===== src/hw/rco_pkg.sv =====
// Package with the register map, field layout and source codes of the reference clock output.
package rco_pkg;
  localparam int unsigned ADDR_W = 8;
  localparam int unsigned DATA_W = 32;
  localparam int unsigned DIV_W = 15;
  localparam int unsigned TRIM_W = 9;
  localparam int unsigned SEL_W = 4;
  localparam int unsigned NUM_SRC = 10;

  localparam logic [ADDR_W-1:0] OFS_CONTROL = 8'h00;
  localparam logic [ADDR_W-1:0] OFS_TRIM = 8'h04;

  localparam int unsigned POS_DIV_LO = 16;
  localparam int unsigned POS_DIV_HI = 30;
  localparam int unsigned POS_ON = 15;
  localparam int unsigned POS_STOP_IN_IDLE = 13;
  localparam int unsigned POS_OE = 12;
  localparam int unsigned POS_RUN_IN_SLEEP = 11;
  localparam int unsigned POS_SWITCH = 9;
  localparam int unsigned POS_ACTIVE = 8;
  localparam int unsigned POS_SEL_LO = 0;
  localparam int unsigned POS_SEL_HI = 3;
  localparam int unsigned POS_TRIM_LO = 23;
  localparam int unsigned POS_TRIM_HI = 31;

  localparam logic [DIV_W-1:0] RST_DIV = 15'h0000;
  localparam logic [TRIM_W-1:0] RST_TRIM = 9'h000;
  localparam logic [SEL_W-1:0] RST_SEL = 4'h0;
  localparam logic RST_BIT = 1'b0;
  localparam logic [DATA_W-1:0] RD_ZERO = 32'h0000_0000;

  localparam logic [SEL_W-1:0] SRC_SYSTEM_CLOCK = 4'h0;
  localparam logic [SEL_W-1:0] SRC_PERIPHERAL_BUS_CLOCK = 4'h1;
  localparam logic [SEL_W-1:0] SRC_PRIMARY_OSC = 4'h2;
  localparam logic [SEL_W-1:0] SRC_FAST_RC_OSC = 4'h3;
  localparam logic [SEL_W-1:0] SRC_LOW_POWER_RC_OSC = 4'h4;
  localparam logic [SEL_W-1:0] SRC_SECONDARY_OSC = 4'h5;
  localparam logic [SEL_W-1:0] SRC_RESERVED_6 = 4'h6;
  localparam logic [SEL_W-1:0] SRC_SYSTEM_PLL = 4'h7;
  localparam logic [SEL_W-1:0] SRC_EXTERNAL_REFERENCE_INPUT = 4'h8;
  localparam logic [SEL_W-1:0] SRC_BACKUP_RC_OSC = 4'h9;

  localparam int unsigned SYNC_STAGES = 3;
endpackage


===== src/hw/rco_frac_div.sv =====
// Fractional half-period divider that turns source ticks into a glitch-free output clock.
module rco_frac_div
  import rco_pkg::*;
#(
  parameter int unsigned DW = rco_pkg::DIV_W,
  parameter int unsigned TW = rco_pkg::TRIM_W
) (
  input  wire logic          sys_clk,
  input  wire logic          rst_n,
  input  wire logic          tick,
  input  wire logic          run,
  input  wire logic [DW-1:0] divisor,
  input  wire logic [TW-1:0] trim,
  output logic               clk_level,
  output logic               fall,
  output logic               stopped
);
  logic [DW:0]   count;
  logic [DW:0]   half_len;
  logic [TW-1:0] acc;
  logic [TW:0]   acc_sum;
  logic          toggle;
  logic          going;

  // A stop is deferred until the output sits low, so no runt pulse escapes.
  assign going = run | clk_level;
  assign toggle = going & tick & ((count + 1'b1) >= half_len);
  assign fall = toggle & clk_level;
  assign stopped = ~run & ~clk_level;
  assign acc_sum = {1'b0, acc} + {1'b0, trim};

  always_ff @(posedge sys_clk or negedge rst_n) begin
    if (!rst_n) begin
      count <= '0;
      acc <= '0;
      half_len <= '0;
      clk_level <= 1'b0;
    end else if (!going) begin
      count <= '0;
      acc <= '0;
      half_len <= (divisor == '0) ? {{DW{1'b0}}, 1'b1} : {1'b0, divisor};
      clk_level <= 1'b0;
    end else if (toggle) begin
      count <= '0;
      clk_level <= ~clk_level;
      if (divisor == '0) begin
        acc <= '0;
        half_len <= {{DW{1'b0}}, 1'b1};
      end else begin
        acc <= acc_sum[TW-1:0];
        half_len <= {1'b0, divisor} + {{DW{1'b0}}, acc_sum[TW]};
      end
    end else if (tick) begin
      count <= count + 1'b1;
    end
  end
endmodule


===== src/hw/rco_top.sv =====
// Reference clock output generator: register slave, source selection, switching and pin drive.
module rco_top
  import rco_pkg::*;
#(
  parameter int unsigned NSRC = rco_pkg::NUM_SRC
) (
  input  wire logic                        sys_clk,
  input  wire logic                        rst_n,
  input  wire logic [rco_pkg::ADDR_W-1:0]  reg_addr,
  input  wire logic [rco_pkg::DATA_W-1:0]  reg_wdata,
  input  wire logic                        reg_write,
  input  wire logic                        reg_read,
  output logic      [rco_pkg::DATA_W-1:0]  reg_rdata,
  input  wire logic                        peripheral_bus_clock,
  input  wire logic                        primary_osc,
  input  wire logic                        fast_rc_osc,
  input  wire logic                        low_power_rc_osc,
  input  wire logic                        secondary_osc,
  input  wire logic                        system_pll,
  input  wire logic                        external_reference_input,
  input  wire logic                        backup_rc_osc,
  input  wire logic                        idle_mode,
  input  wire logic                        sleep_mode,
  output logic                             refclk_out_pin
);
  import rco_pkg::*;

  // Software-visible fields, as last written; hardware clears the switch flag and drives the request status.
  logic [DIV_W-1:0]  integer_divider;
  logic [TRIM_W-1:0] fractional_trim;
  logic [SEL_W-1:0]  source_select;
  logic              module_on;
  logic              stop_in_idle;
  logic              pin_enable;
  logic              run_in_sleep;
  logic              divider_switch;
  logic              request_active;

  // Values the divider actually uses.
  logic [DIV_W-1:0]  work_div;
  logic [TRIM_W-1:0] work_trim;
  logic [SEL_W-1:0]  work_sel;

  logic [NSRC-1:0]   src_raw;
  logic [NSRC-1:0]   src_rise;
  logic              src_tick;
  logic              run;
  logic              sleep_ok;
  logic              clk_level;
  logic              div_fall;
  logic              div_stopped;
  logic              switch_done;
  logic              wr_control;
  logic              wr_trim;
  logic [DATA_W-1:0] next_rdata;

  assign wr_control = reg_write & (reg_addr == OFS_CONTROL);
  assign wr_trim = reg_write & (reg_addr == OFS_TRIM);

  // Index 0 is the system clock itself and needs no sampling.
  assign src_raw = {backup_rc_osc, external_reference_input, system_pll, 1'b0,
                    secondary_osc, low_power_rc_osc, fast_rc_osc, primary_osc,
                    peripheral_bus_clock, 1'b0};

  // Each asynchronous source passes three flops; an edge counts once stages two and three agree.
  generate
    for (genvar i = 0; i < NSRC; i++) begin : g_sync
      logic [SYNC_STAGES-1:0] stage;
      logic                   level;
      logic                   prev;
      always_ff @(posedge sys_clk or negedge rst_n) begin
        if (!rst_n) begin
          stage <= '0;
        end else begin
          stage <= {stage[SYNC_STAGES-2:0], src_raw[i]};
        end
      end
      always_ff @(posedge sys_clk or negedge rst_n) begin
        if (!rst_n) begin
          level <= 1'b0;
        end else if (stage[1] == stage[2]) begin
          level <= stage[2];
        end
      end
      // Level and history stay local, so each flop has one process writing it.
      always_ff @(posedge sys_clk or negedge rst_n) begin
        if (!rst_n) begin
          prev <= 1'b0;
        end else begin
          prev <= level;
        end
      end
      assign src_rise[i] = level & ~prev;
    end
  endgenerate

  always_comb begin
    src_tick = 1'b0;
    unique case (work_sel)
      SRC_SYSTEM_CLOCK: src_tick = 1'b1;
      SRC_PERIPHERAL_BUS_CLOCK,
      SRC_PRIMARY_OSC,
      SRC_FAST_RC_OSC,
      SRC_LOW_POWER_RC_OSC,
      SRC_SECONDARY_OSC,
      SRC_SYSTEM_PLL,
      SRC_EXTERNAL_REFERENCE_INPUT,
      SRC_BACKUP_RC_OSC: src_tick = src_rise[work_sel];
      default: src_tick = 1'b0;
    endcase
  end

  assign sleep_ok = run_in_sleep & (work_sel != SRC_SYSTEM_CLOCK) &
                    (work_sel != SRC_PERIPHERAL_BUS_CLOCK);

  assign run = module_on & ~(stop_in_idle & idle_mode) & ~(sleep_mode & ~sleep_ok);

  rco_frac_div #(
    .DW (DIV_W),
    .TW (TRIM_W)
  ) u_div (
    .sys_clk   (sys_clk),
    .rst_n     (rst_n),
    .tick      (src_tick),
    .run       (run),
    .divisor   (work_div),
    .trim      (work_trim),
    .clk_level (clk_level),
    .fall      (div_fall),
    .stopped   (div_stopped)
  );

  // A switch lands only on a falling edge or while stopped, so the new period starts clean.
  assign switch_done = divider_switch & (div_fall | div_stopped);

  always_ff @(posedge sys_clk or negedge rst_n) begin
    if (!rst_n) begin
      module_on <= RST_BIT;
      stop_in_idle <= RST_BIT;
      pin_enable <= RST_BIT;
      run_in_sleep <= RST_BIT;
      source_select <= RST_SEL;
      integer_divider <= RST_DIV;
    end else if (wr_control) begin
      module_on <= reg_wdata[POS_ON];
      stop_in_idle <= reg_wdata[POS_STOP_IN_IDLE];
      pin_enable <= reg_wdata[POS_OE];
      run_in_sleep <= reg_wdata[POS_RUN_IN_SLEEP];
      source_select <= reg_wdata[POS_SEL_HI:POS_SEL_LO];
      integer_divider <= reg_wdata[POS_DIV_HI:POS_DIV_LO];
    end
  end

  always_ff @(posedge sys_clk or negedge rst_n) begin
    if (!rst_n) begin
      fractional_trim <= RST_TRIM;
    end else if (wr_trim) begin
      fractional_trim <= reg_wdata[POS_TRIM_HI:POS_TRIM_LO];
    end
  end

  // Switch flag, a software set wins over completion.
  always_ff @(posedge sys_clk or negedge rst_n) begin
    if (!rst_n) begin
      divider_switch <= RST_BIT;
    end else if (wr_control && reg_wdata[POS_SWITCH]) begin
      divider_switch <= 1'b1;
    end else if (switch_done) begin
      divider_switch <= 1'b0;
    end
  end

  always_ff @(posedge sys_clk or negedge rst_n) begin
    if (!rst_n) begin
      work_div <= RST_DIV;
      work_trim <= RST_TRIM;
      work_sel <= RST_SEL;
    end else if ((!module_on && div_stopped) || switch_done) begin
      work_div <= integer_divider;
      work_trim <= fractional_trim;
      work_sel <= source_select;
    end
  end

  // Request follows enable once the output has settled low.
  always_ff @(posedge sys_clk or negedge rst_n) begin
    if (!rst_n) begin
      request_active <= RST_BIT;
    end else if (module_on) begin
      request_active <= 1'b1;
    end else if (div_stopped) begin
      request_active <= 1'b0;
    end
  end

  always_ff @(posedge sys_clk or negedge rst_n) begin
    if (!rst_n) begin
      refclk_out_pin <= 1'b0;
    end else begin
      refclk_out_pin <= clk_level & pin_enable & request_active;
    end
  end

  always_comb begin
    next_rdata = RD_ZERO;
    if (reg_read && reg_addr == OFS_CONTROL) begin
      next_rdata[POS_DIV_HI:POS_DIV_LO] = integer_divider;
      next_rdata[POS_ON] = module_on;
      next_rdata[POS_STOP_IN_IDLE] = stop_in_idle;
      next_rdata[POS_OE] = pin_enable;
      next_rdata[POS_RUN_IN_SLEEP] = run_in_sleep;
      next_rdata[POS_SWITCH] = divider_switch;
      next_rdata[POS_ACTIVE] = request_active;
      next_rdata[POS_SEL_HI:POS_SEL_LO] = source_select;
    end else if (reg_read && reg_addr == OFS_TRIM) begin
      next_rdata[POS_TRIM_HI:POS_TRIM_LO] = fractional_trim;
    end
  end

  // Read data stand only in the cycle after the strobe, zero otherwise.
  always_ff @(posedge sys_clk or negedge rst_n) begin
    if (!rst_n) begin
      reg_rdata <= RD_ZERO;
    end else begin
      reg_rdata <= next_rdata;
    end
  end
endmodule


===== config.mk =====
export PLATFORM = sky130hd
export DESIGN_NAME = rco_top
export DESIGN_NICKNAME = d
export VERILOG_FILES = /design/src/hw/rco_pkg.sv /design/src/hw/rco_frac_div.sv /design/src/hw/rco_top.sv
export SDC_FILE = /design/constraint.sdc
export NUM_CORES = 1
export LEC_CHECK = 0
export ABC_AREA = 0
export BUFFER_PORTS_ARGS = -buffer_cell sky130_fd_sc_hd__clkbuf_2
export CORE_MARGIN = 3
export CORE_UTILIZATION = 55
export CTS_CLUSTER_DIAMETER = 80
export CTS_CLUSTER_SIZE = 16
export DETAILED_ROUTE_END_ITERATION = 6
export PLACE_DENSITY = 0.74
export SLEW_MARGIN = 20
export SYNTH_ARGS = -nofsm -noshare
export SYNTH_HDL_FRONTEND = slang
export SYNTH_HIERARCHICAL = 1
export SYNTH_SLANG_ARGS = --single-unit

===== constraint.sdc =====
create_clock -name sys_clk -period 8.99 [get_ports sys_clk]
set_clock_uncertainty 0.05 [all_clocks]
set_input_delay 1.798 -clock sys_clk [delete_from_list [all_inputs] [get_ports sys_clk]]
set_output_delay 1.798 -clock sys_clk [all_outputs]
set_load 0.005 [all_outputs]

# After elaboration in Yosys (flattened, before gate mapping)
# Cells that the tools add are included.
[op_classes] add_sub_neg=3 order_cmp=2 n_eq_ne=20 muxes=26 bitwise=38 n_reduce_logical=13
[op_table] operator="2-to-1 mux 16 bit" n=6
[op_table] operator="2-to-1 mux 9 bit" n=4
[op_table] operator="AND 1 bit" n=23
[op_table] operator="adder 15 x 1 -> 16 bit" n=1
[op_table] operator="adder 16 x 1 -> 16 bit (second input constant)" n=1
[op_table] operator="greater-or-equal comparator 16 bit" n=1
[op_table] operator="2-to-1 mux 8 bit" n=2
[op_table] operator="logical NOT 15 bit" n=1
[op_table] operator="2-to-1 mux 15 bit" n=1
[op_table] operator="NOT 1 bit" n=13
[op_table] operator="== test 4 x 3 -> 1 bit (second input constant)" n=3
[op_table] operator="adder 9 x 9 -> 10 bit" n=1
[op_table] operator="== test 1 bit" n=8
[op_table] operator="== test 4 x 2 -> 1 bit (second input constant)" n=2
[op_table] operator="== test 4 bit (second input constant)" n=2
[op_table] operator="== test 8 x 3 -> 1 bit (second input constant)" n=1
[op_table] operator="logical NOT 8 bit" n=1
[op_table] operator="2-to-1 mux 1 bit" n=8
[op_table] operator="OR reduction 8 bit" n=1
[op_table] operator="less-than comparator 4 x 5 -> 1 bit (second input constant)" n=1
[op_table] operator="binary-select mux 1 bit (select 4 bit)" n=1
[op_table] operator="== test 4 x 1 -> 1 bit (second input constant)" n=1
[op_table] operator="logical AND 1 bit" n=4
[op_table] operator="logical NOT 4 bit" n=1
[op_table] operator="other kinds (12)" n=14
[totals] reg_bits=171 input_bits=54 wordCells=144

# Longest topological paths before layout
[depth] ltp_word=15 ltp_mapped=17 depth_no_buf=15

# Cells and area by module
# The synthesis kept the hierarchy.
[by_module_without_submodules] module="rco_top" instances=1 cells_each=276 area_per_inst_um2=4509.3 seq_area_each_um2=3228.1
[by_module_without_submodules] module="rco_frac_div" instances=1 cells_each=329 area_per_inst_um2=3024.2 seq_area_each_um2=1051.0

# Least setup slack after synthesis
# OpenSTA, ideal clock, no wires.
[synth_timing] path_kind="input-to-reg" from="input port idle_mode" to="register work_div[10]" setup_time_ns=0.125 arrival_time_ns=3.934 required_time_ns=8.815 setup_slack_ns=4.882 stages=11 cell_sequence="nand2_1 > nand2_1 > a21oi_1 > or2_2 > inv_1 > clkbuf_1 > clkbuf_1 > a21oi_1 > a21oi_2 > buf_2 > mux2_2"
[synth_rtl] item="from (decl)" line_no="rco_top.sv:22" source="input wire logic idle_mode,"
[synth_rtl] item="AND 1 bit *" line_no="rco_top.sv:116" source="assign run = module_on & ~(stop_in_idle & idle_mode) & ~(sleep_mode & ~sleep_ok);"
[synth_rtl] item="NOT 1 bit *" line_no="rco_top.sv:116"
[synth_rtl] item="AND 1 bit * (2 in a row)" line_no="rco_top.sv:116"
[synth_rtl] item="named net run" line_no="rco_top.sv:47" source="logic run;"
[synth_rtl] item="NOT 1 bit *" line_no="rco_frac_div.sv:29" source="assign stopped = ~run & ~clk_level;"
[synth_rtl] item="AND 1 bit *" line_no="rco_frac_div.sv:29"
[synth_rtl] item="named net div_stopped" line_no="rco_top.sv:51" source="logic div_stopped;"
[synth_rtl] item="bitwise OR 1 bit" line_no="rco_top.sv:134" source="assign switch_done = divider_switch & (div_fall | div_stopped);"
[synth_rtl] item="AND 1 bit" line_no="rco_top.sv:134"
[synth_rtl] item="logical OR 1 bit *" line_no="rco_top.sv:178" source="end else if ((!module_on && div_stopped) || switch_done) begin"
[synth_rtl] item="to (signal assigned)" line_no="rco_top.sv:179" source="work_div <= integer_divider;"
[synth_rtl] item="to (decl)" line_no="rco_top.sv:40" source="logic [DIV_W-1:0] work_div;"
# The timed path passes the listed nets; every way through them passes the cells marked *.
# A chain may end at the register's enable or synchronous reset.

# Worst setup path in the final report
[layout_timing] from="register u_div.count[0]" to="register work_div[1]"
[layout_between] elab_chain_cells=7
[layout_lines] item="from (decl)" line_no="rco_frac_div.sv:18" source="logic [DW:0] count;"
[layout_lines] item="from (signal assigned)" line_no="rco_frac_div.sv:54" source="count <= count + 1'b1;"
[layout_lines] item="adder 16 x 1 -> 16 bit" line_no="rco_frac_div.sv:27" source="assign toggle = going & tick & ((count + 1'b1) >= half_len);"
[layout_lines] item="greater-or-equal comparator 16 bit" line_no="rco_frac_div.sv:27"
[layout_lines] item="AND 1 bit" line_no="rco_frac_div.sv:27"
[layout_lines] item="AND 1 bit" line_no="rco_frac_div.sv:28" source="assign fall = toggle & clk_level;"
[layout_lines] item="named net div_fall" line_no="rco_top.sv:50" source="logic div_fall;"
[layout_lines] item="bitwise OR 1 bit" line_no="rco_top.sv:134"
[layout_lines] item="AND 1 bit" line_no="rco_top.sv:134"
[layout_lines] item="logical OR 1 bit" line_no="rco_top.sv:178"
# The timed path passes the listed nets, and every way through them passes these cells.

==> impl_table.tex <==
\begin{tabular}{lr}
\hline
Metric & Value \\
\hline
\multicolumn{2}{l}{\textbf{Critical path}} \\
\quad Worst setup EP type & flip-flop \\
\quad Category of the worst setup path launch point & flip-flop \\
\quad Crit path required time & $\sim$9.3 ns \\
\quad CP max stage delay & roughly 0.44 ns \\
\quad Crit-path slowest cell & sky130\_fd\_sc\_hd\_\_dfrtp\_1 \\
\quad Data arrival time of the critical path & around 4.7 ns \\
\quad Classification of the worst setup path & reg -> reg \\
\quad Number of buffer and inverter instances along the worst setup path & 1 \\
\quad Ordered cell list for the critical path & ha\_1, nand3\_1, nor2\_1, and2\_0, nand3\_1, xnor2\_1, ha\_1, and4\_1, and4\_1, a31oi\_2, and3\_4, nor3\_1, a21oi\_1, a21oi\_2, buf\_4, mux2\_2 \\
\quad Dominant delay contributor by cell family on the critical path & simple AND/OR/NAND/NOR gates \\
\quad Largest fanout on the critical path & 24 \\
\multicolumn{2}{l}{\textbf{Placement}} \\
\quad Post-detail-place hpwl & 10.5 mm \\
\quad Placer congestion estimate & between 0.8 and 0.9 \\
\quad Post-detailed-placement cell area & 8050 µm² \\
\quad Count of input and output buffers & between 70 and 80 \\
\quad Cell total after placement & 842 \\
\quad Worst slack at placement & 4.18 ns \\
\multicolumn{2}{l}{\textbf{Pwr}} \\
\quad Leak Pwr & roughly 4.3 nW \\
\quad Ratio of total power to cell area & about 200 nW/µm² \\
\quad Post-layout power & roughly 1.7 mW \\
\quad Worst vdd ir & $\sim$0.15 mV \\
\multicolumn{2}{l}{\textbf{Job}} \\
\quad Max-cap viol count & 0 \\
\multicolumn{2}{l}{\textbf{Finish}} \\
\quad Commonest non-fill, non-tap cells in the layout & sky130\_fd\_sc\_hd\_\_dfrtp\_1, sky130\_fd\_sc\_hd\_\_clkbuf\_2, sky130\_fd\_sc\_hd\_\_mux2\_2, sky130\_fd\_sc\_hd\_\_o21ai\_0, sky130\_fd\_sc\_hd\_\_inv\_1 \\
\quad Number of diodes added for antenna fixing & 0 \\
\quad Fraction of final layout cells with drive strength greater than 1 & 0.229 \\
\quad Final standard cell area without fillers & 8650 µm² \\
\quad Layout overhead on the synthesized area & 14.8\% \\
\quad Post-layout nets & roughly 770 \\
\quad Area taken by multi-input logic gates & between 3000 and 4000 µm² \\
\quad Number of inserted filler cells in the final layout & between 900 and 1k \\
\quad Most common cell after layout, fill and taps aside & sky130\_fd\_sc\_hd\_\_dfrtp\_1 \\
\quad Storage element area & roughly 4300 µm² \\
\quad Cell Count, Final, Fillers Out & around 870 \\
\multicolumn{2}{l}{\textbf{Yosys}} \\
\quad Synth Warn \# & 6 \\
\quad Cell count after synthesis & 605 \\
\quad Synth unique cells & 59 \\
\quad Flip-flop and latch count after synthesis & about 170 \\
\quad Post-synth ARST share & 1.00 \\
\quad Syn avg cell area & approximately 12 µm² \\
\quad Synth area leaders & sky130\_fd\_sc\_hd\_\_dfrtp\_1, sky130\_fd\_sc\_hd\_\_mux2\_2, sky130\_fd\_sc\_hd\_\_ha\_1 \\
\quad Post-synth EDFFs & 0 \\
\quad Top cell type's share of synthesized area & 0.568 \\
\quad Sequential-to-total area share from yosys stat & 0.568 \\
\quad Post-Synthesis Cell Area & about 7500 µm² \\
\quad Library cell with the largest summed area after synthesis & sky130\_fd\_sc\_hd\_\_dfrtp\_1 \\
\quad Main synth FF type & sky130\_fd\_sc\_hd\_\_dfrtp\_1 \\
\multicolumn{2}{l}{\textbf{Floorplan}} \\
\quad Floorplan Core Area & between 10000 and 15000 µm² \\
\quad Horizontal extent of the die & between 100 and 150 µm \\
\quad DIE AREA & $\sim$15000 µm² \\
\quad Die H & about 120 µm \\
\quad I/O pin total & 87 \\
\quad Starting utilization of the core area & 0.567 \\
\quad Cell row count & 42 \\
\multicolumn{2}{l}{\textbf{Detailed routing}} \\
\quad DR iter-0 viols & about 320 \\
\quad Aggregate routed wire length & around 15 mm \\
\quad Wire per inst & 17.3 µm \\
\quad Count of antenna-violating nets left after detailed routing & 0 \\
\quad Count of vias placed by the detailed router & between 4k and 5k \\
\quad Vias/cell & 5.65 \\
\quad Number of iterations in the first detailed-routing pass & 5 \\
\quad \# DRC & 0 \\
\multicolumn{2}{l}{\textbf{STA}} \\
\quad Final period util & 0.498 \\
\quad Worst Setup Slack, final & roughly 4.5 ns \\
\quad Endpoints failing hold & 0 \\
\quad Worst slew margin & 0.356 \\
\quad TNS Setup & 0 ns \\
\quad Count of final setup violators & 0 \\
\quad Post-layout min period & approximately 4.5 ns \\
\quad Total count of max-transition violations in the final report & 0 \\
\quad Highest clock frequency the design can meet & between 0.2 and 0.25 GHz \\
\quad Setup repair after global routing missed its margin & false \\
\quad Worst Max-Slew Pin Slew & slightly below 1 ns \\
\multicolumn{2}{l}{\textbf{Clocking}} \\
\quad CTS hold repair buffers & 0 \\
\quad Worst-skew pair later-pin latency & between 0.4 and 0.5 ns \\
\quad Buffers inserted during post-CTS setup optimization & 0 \\
\quad Number of CTS-inserted buffers & 17 \\
\quad Clock tree from TritonCTS & done \\
\quad Resize count post-CTS & 0 \\
\quad Clock transition at the registers of the reported paths & about 0.070 ns \\
\quad Cell at the root of the clock tree & sky130\_fd\_sc\_hd\_\_clkbuf\_16 \\
\quad Maximum root-to-sink buffer count & 2 \\
\quad H-tree depth & 4 \\
\quad Sink count of the clock tree & 171 \\
\multicolumn{2}{l}{\textbf{Outcome}} \\
\quad Result of the run & finished, final reports clean \\
\multicolumn{2}{l}{\textbf{Global route}} \\
\quad Pin count of the biggest net entering global routing & slightly above 90 \\
\quad All-Layer GR Usage & 0.221 \\
\quad Total overflow reported by the global router & 0 \\
\quad Number of global-route vias before repair & a little over 5k \\
\quad First-pass GRT wire length & 25.4 mm \\
\quad Initial antenna violation count & 0 \\
\multicolumn{2}{l}{\textbf{Hold path}} \\
\quad HP Class & reg -> reg \\
\hline
\end{tabular}
registers in the layout (all words and copies together), names as in the netlist, 4 cells and up:
name	count
reg_rdata	26
g_sync.stage	24
u_div/count	16
u_div/half_len	16
integer_divider	15
work_div	15
fractional_trim	9
u_div/acc	9
work_trim	9
g_sync.level	8
g_sync.prev	8
source_select	4
work_sel	4
Yosys cell counts (all sizes together), types with 2 or more instances:
| library cell | n |
|---|---|
| a211oi | 5 |
| a21o | 8 |
| a21oi | 18 |
| a22o | 9 |
| a31oi | 2 |
| a32o | 9 |
| and2 | 19 |
| and3 | 7 |
| and4 | 4 |
| buf | 15 |
| clkbuf | 6 |
| dfrtp | 171 |
| ha | 28 |
| inv | 31 |
| maj3 | 8 |
| mux2 | 67 |
| mux2i | 3 |
| nand2 | 20 |
| nand2b | 4 |
| nand3 | 20 |
| nand4 | 8 |
| nor2 | 27 |
| nor3 | 13 |
| nor3b | 4 |
| nor4 | 9 |
| o211ai | 2 |
| o21ai | 33 |
| o22ai | 2 |
| or2 | 3 |
| xnor2 | 17 |
| xor2 | 15 |
worst register-to-register path: cells and delay by family, from the launching register on:
family | cells | cell delay [ns]
AO/OA/AOI/OAI | 3 | 0.61
XOR/XNOR | 1 | 0.17
multiplexers | 1 | 0.39
adder cells (fa/ha/maj) | 2 | 0.56
buffers and inverters | 1 | 0.41
flip-flops | 1 | 0.44
AND/OR/NAND/NOR | 8 | 1.73
where the power goes:
| part | switching, mW | leakage [nW] | internal (mW) |
|---|---|---|---|
| Sequential | 0.0286 | 2.28 | 0.806 |
| Combinational | 0.115 | 1.77 | 0.0671 |
| Clock | 0.334 | 0.288 | 0.398 |
| Total | 0.477 | 4.34 | 1.27 |
logic make-up (layout without fill, tap and decap cells):
logic type	count (synthesis)	after routing	synth area share
flip-flops	171	171	0.568
AND/OR/NAND/NOR	145	145	0.107
AO/OA/AOI/OAI	97	97	0.0892
multiplexers	70	70	0.106
buffers and inverters	52	140	0.0319
adder cells (fa/ha/maj)	37	37	0.0598
XOR/XNOR	32	32	0.0372
other	1	6	0.000498
per-stage QoR:
step	hold slack, ns	util
after CTS	0.300	0.650
after detailed placement	0.285	0.605
after global routing	0.319	0.650
after global placement	0.283	0.605
after floorplan	0.281	-
final	0.298	0.650
layout make-up:
cell class | instances | area share
multi-input combinational | 387 | 0.351
sequential | 171 | 0.495
clock buffer | 17 | 0.0492
tap | 176 | 0.0255
timing repair buffer | 77 | 0.0465
inverter | 31 | 0.0135
clock inverter | 15 | 0.0197
final timing paths:
path                                       to  slack [ns]  cells after the start                from
max                               work_div[1]        4.52                     16      u_div/count[0]
min                        g_sync[1].stage[1]        0.30                      0  g_sync[1].stage[0]
max reg2reg                       work_div[1]        4.52                     16      u_div/count[0]
min reg2reg                g_sync[1].stage[1]        0.30                      0  g_sync[1].stage[0]
max in group asynchronous        work_trim[4]        6.03                      2               rst_n
min in group asynchronous       reg_rdata[11]        1.39                      1               rst_n
metal layers:
metal	vias up	routed length (µm)	track usage
met1	2472	6560	0.281
met4	0	310	0.0858
li1	2316	-	-
met5	-	0	0
met2	121	7590	0.364
met3	28	644	0.0604
No activity file was read; power rests on OpenSTA's default activity.
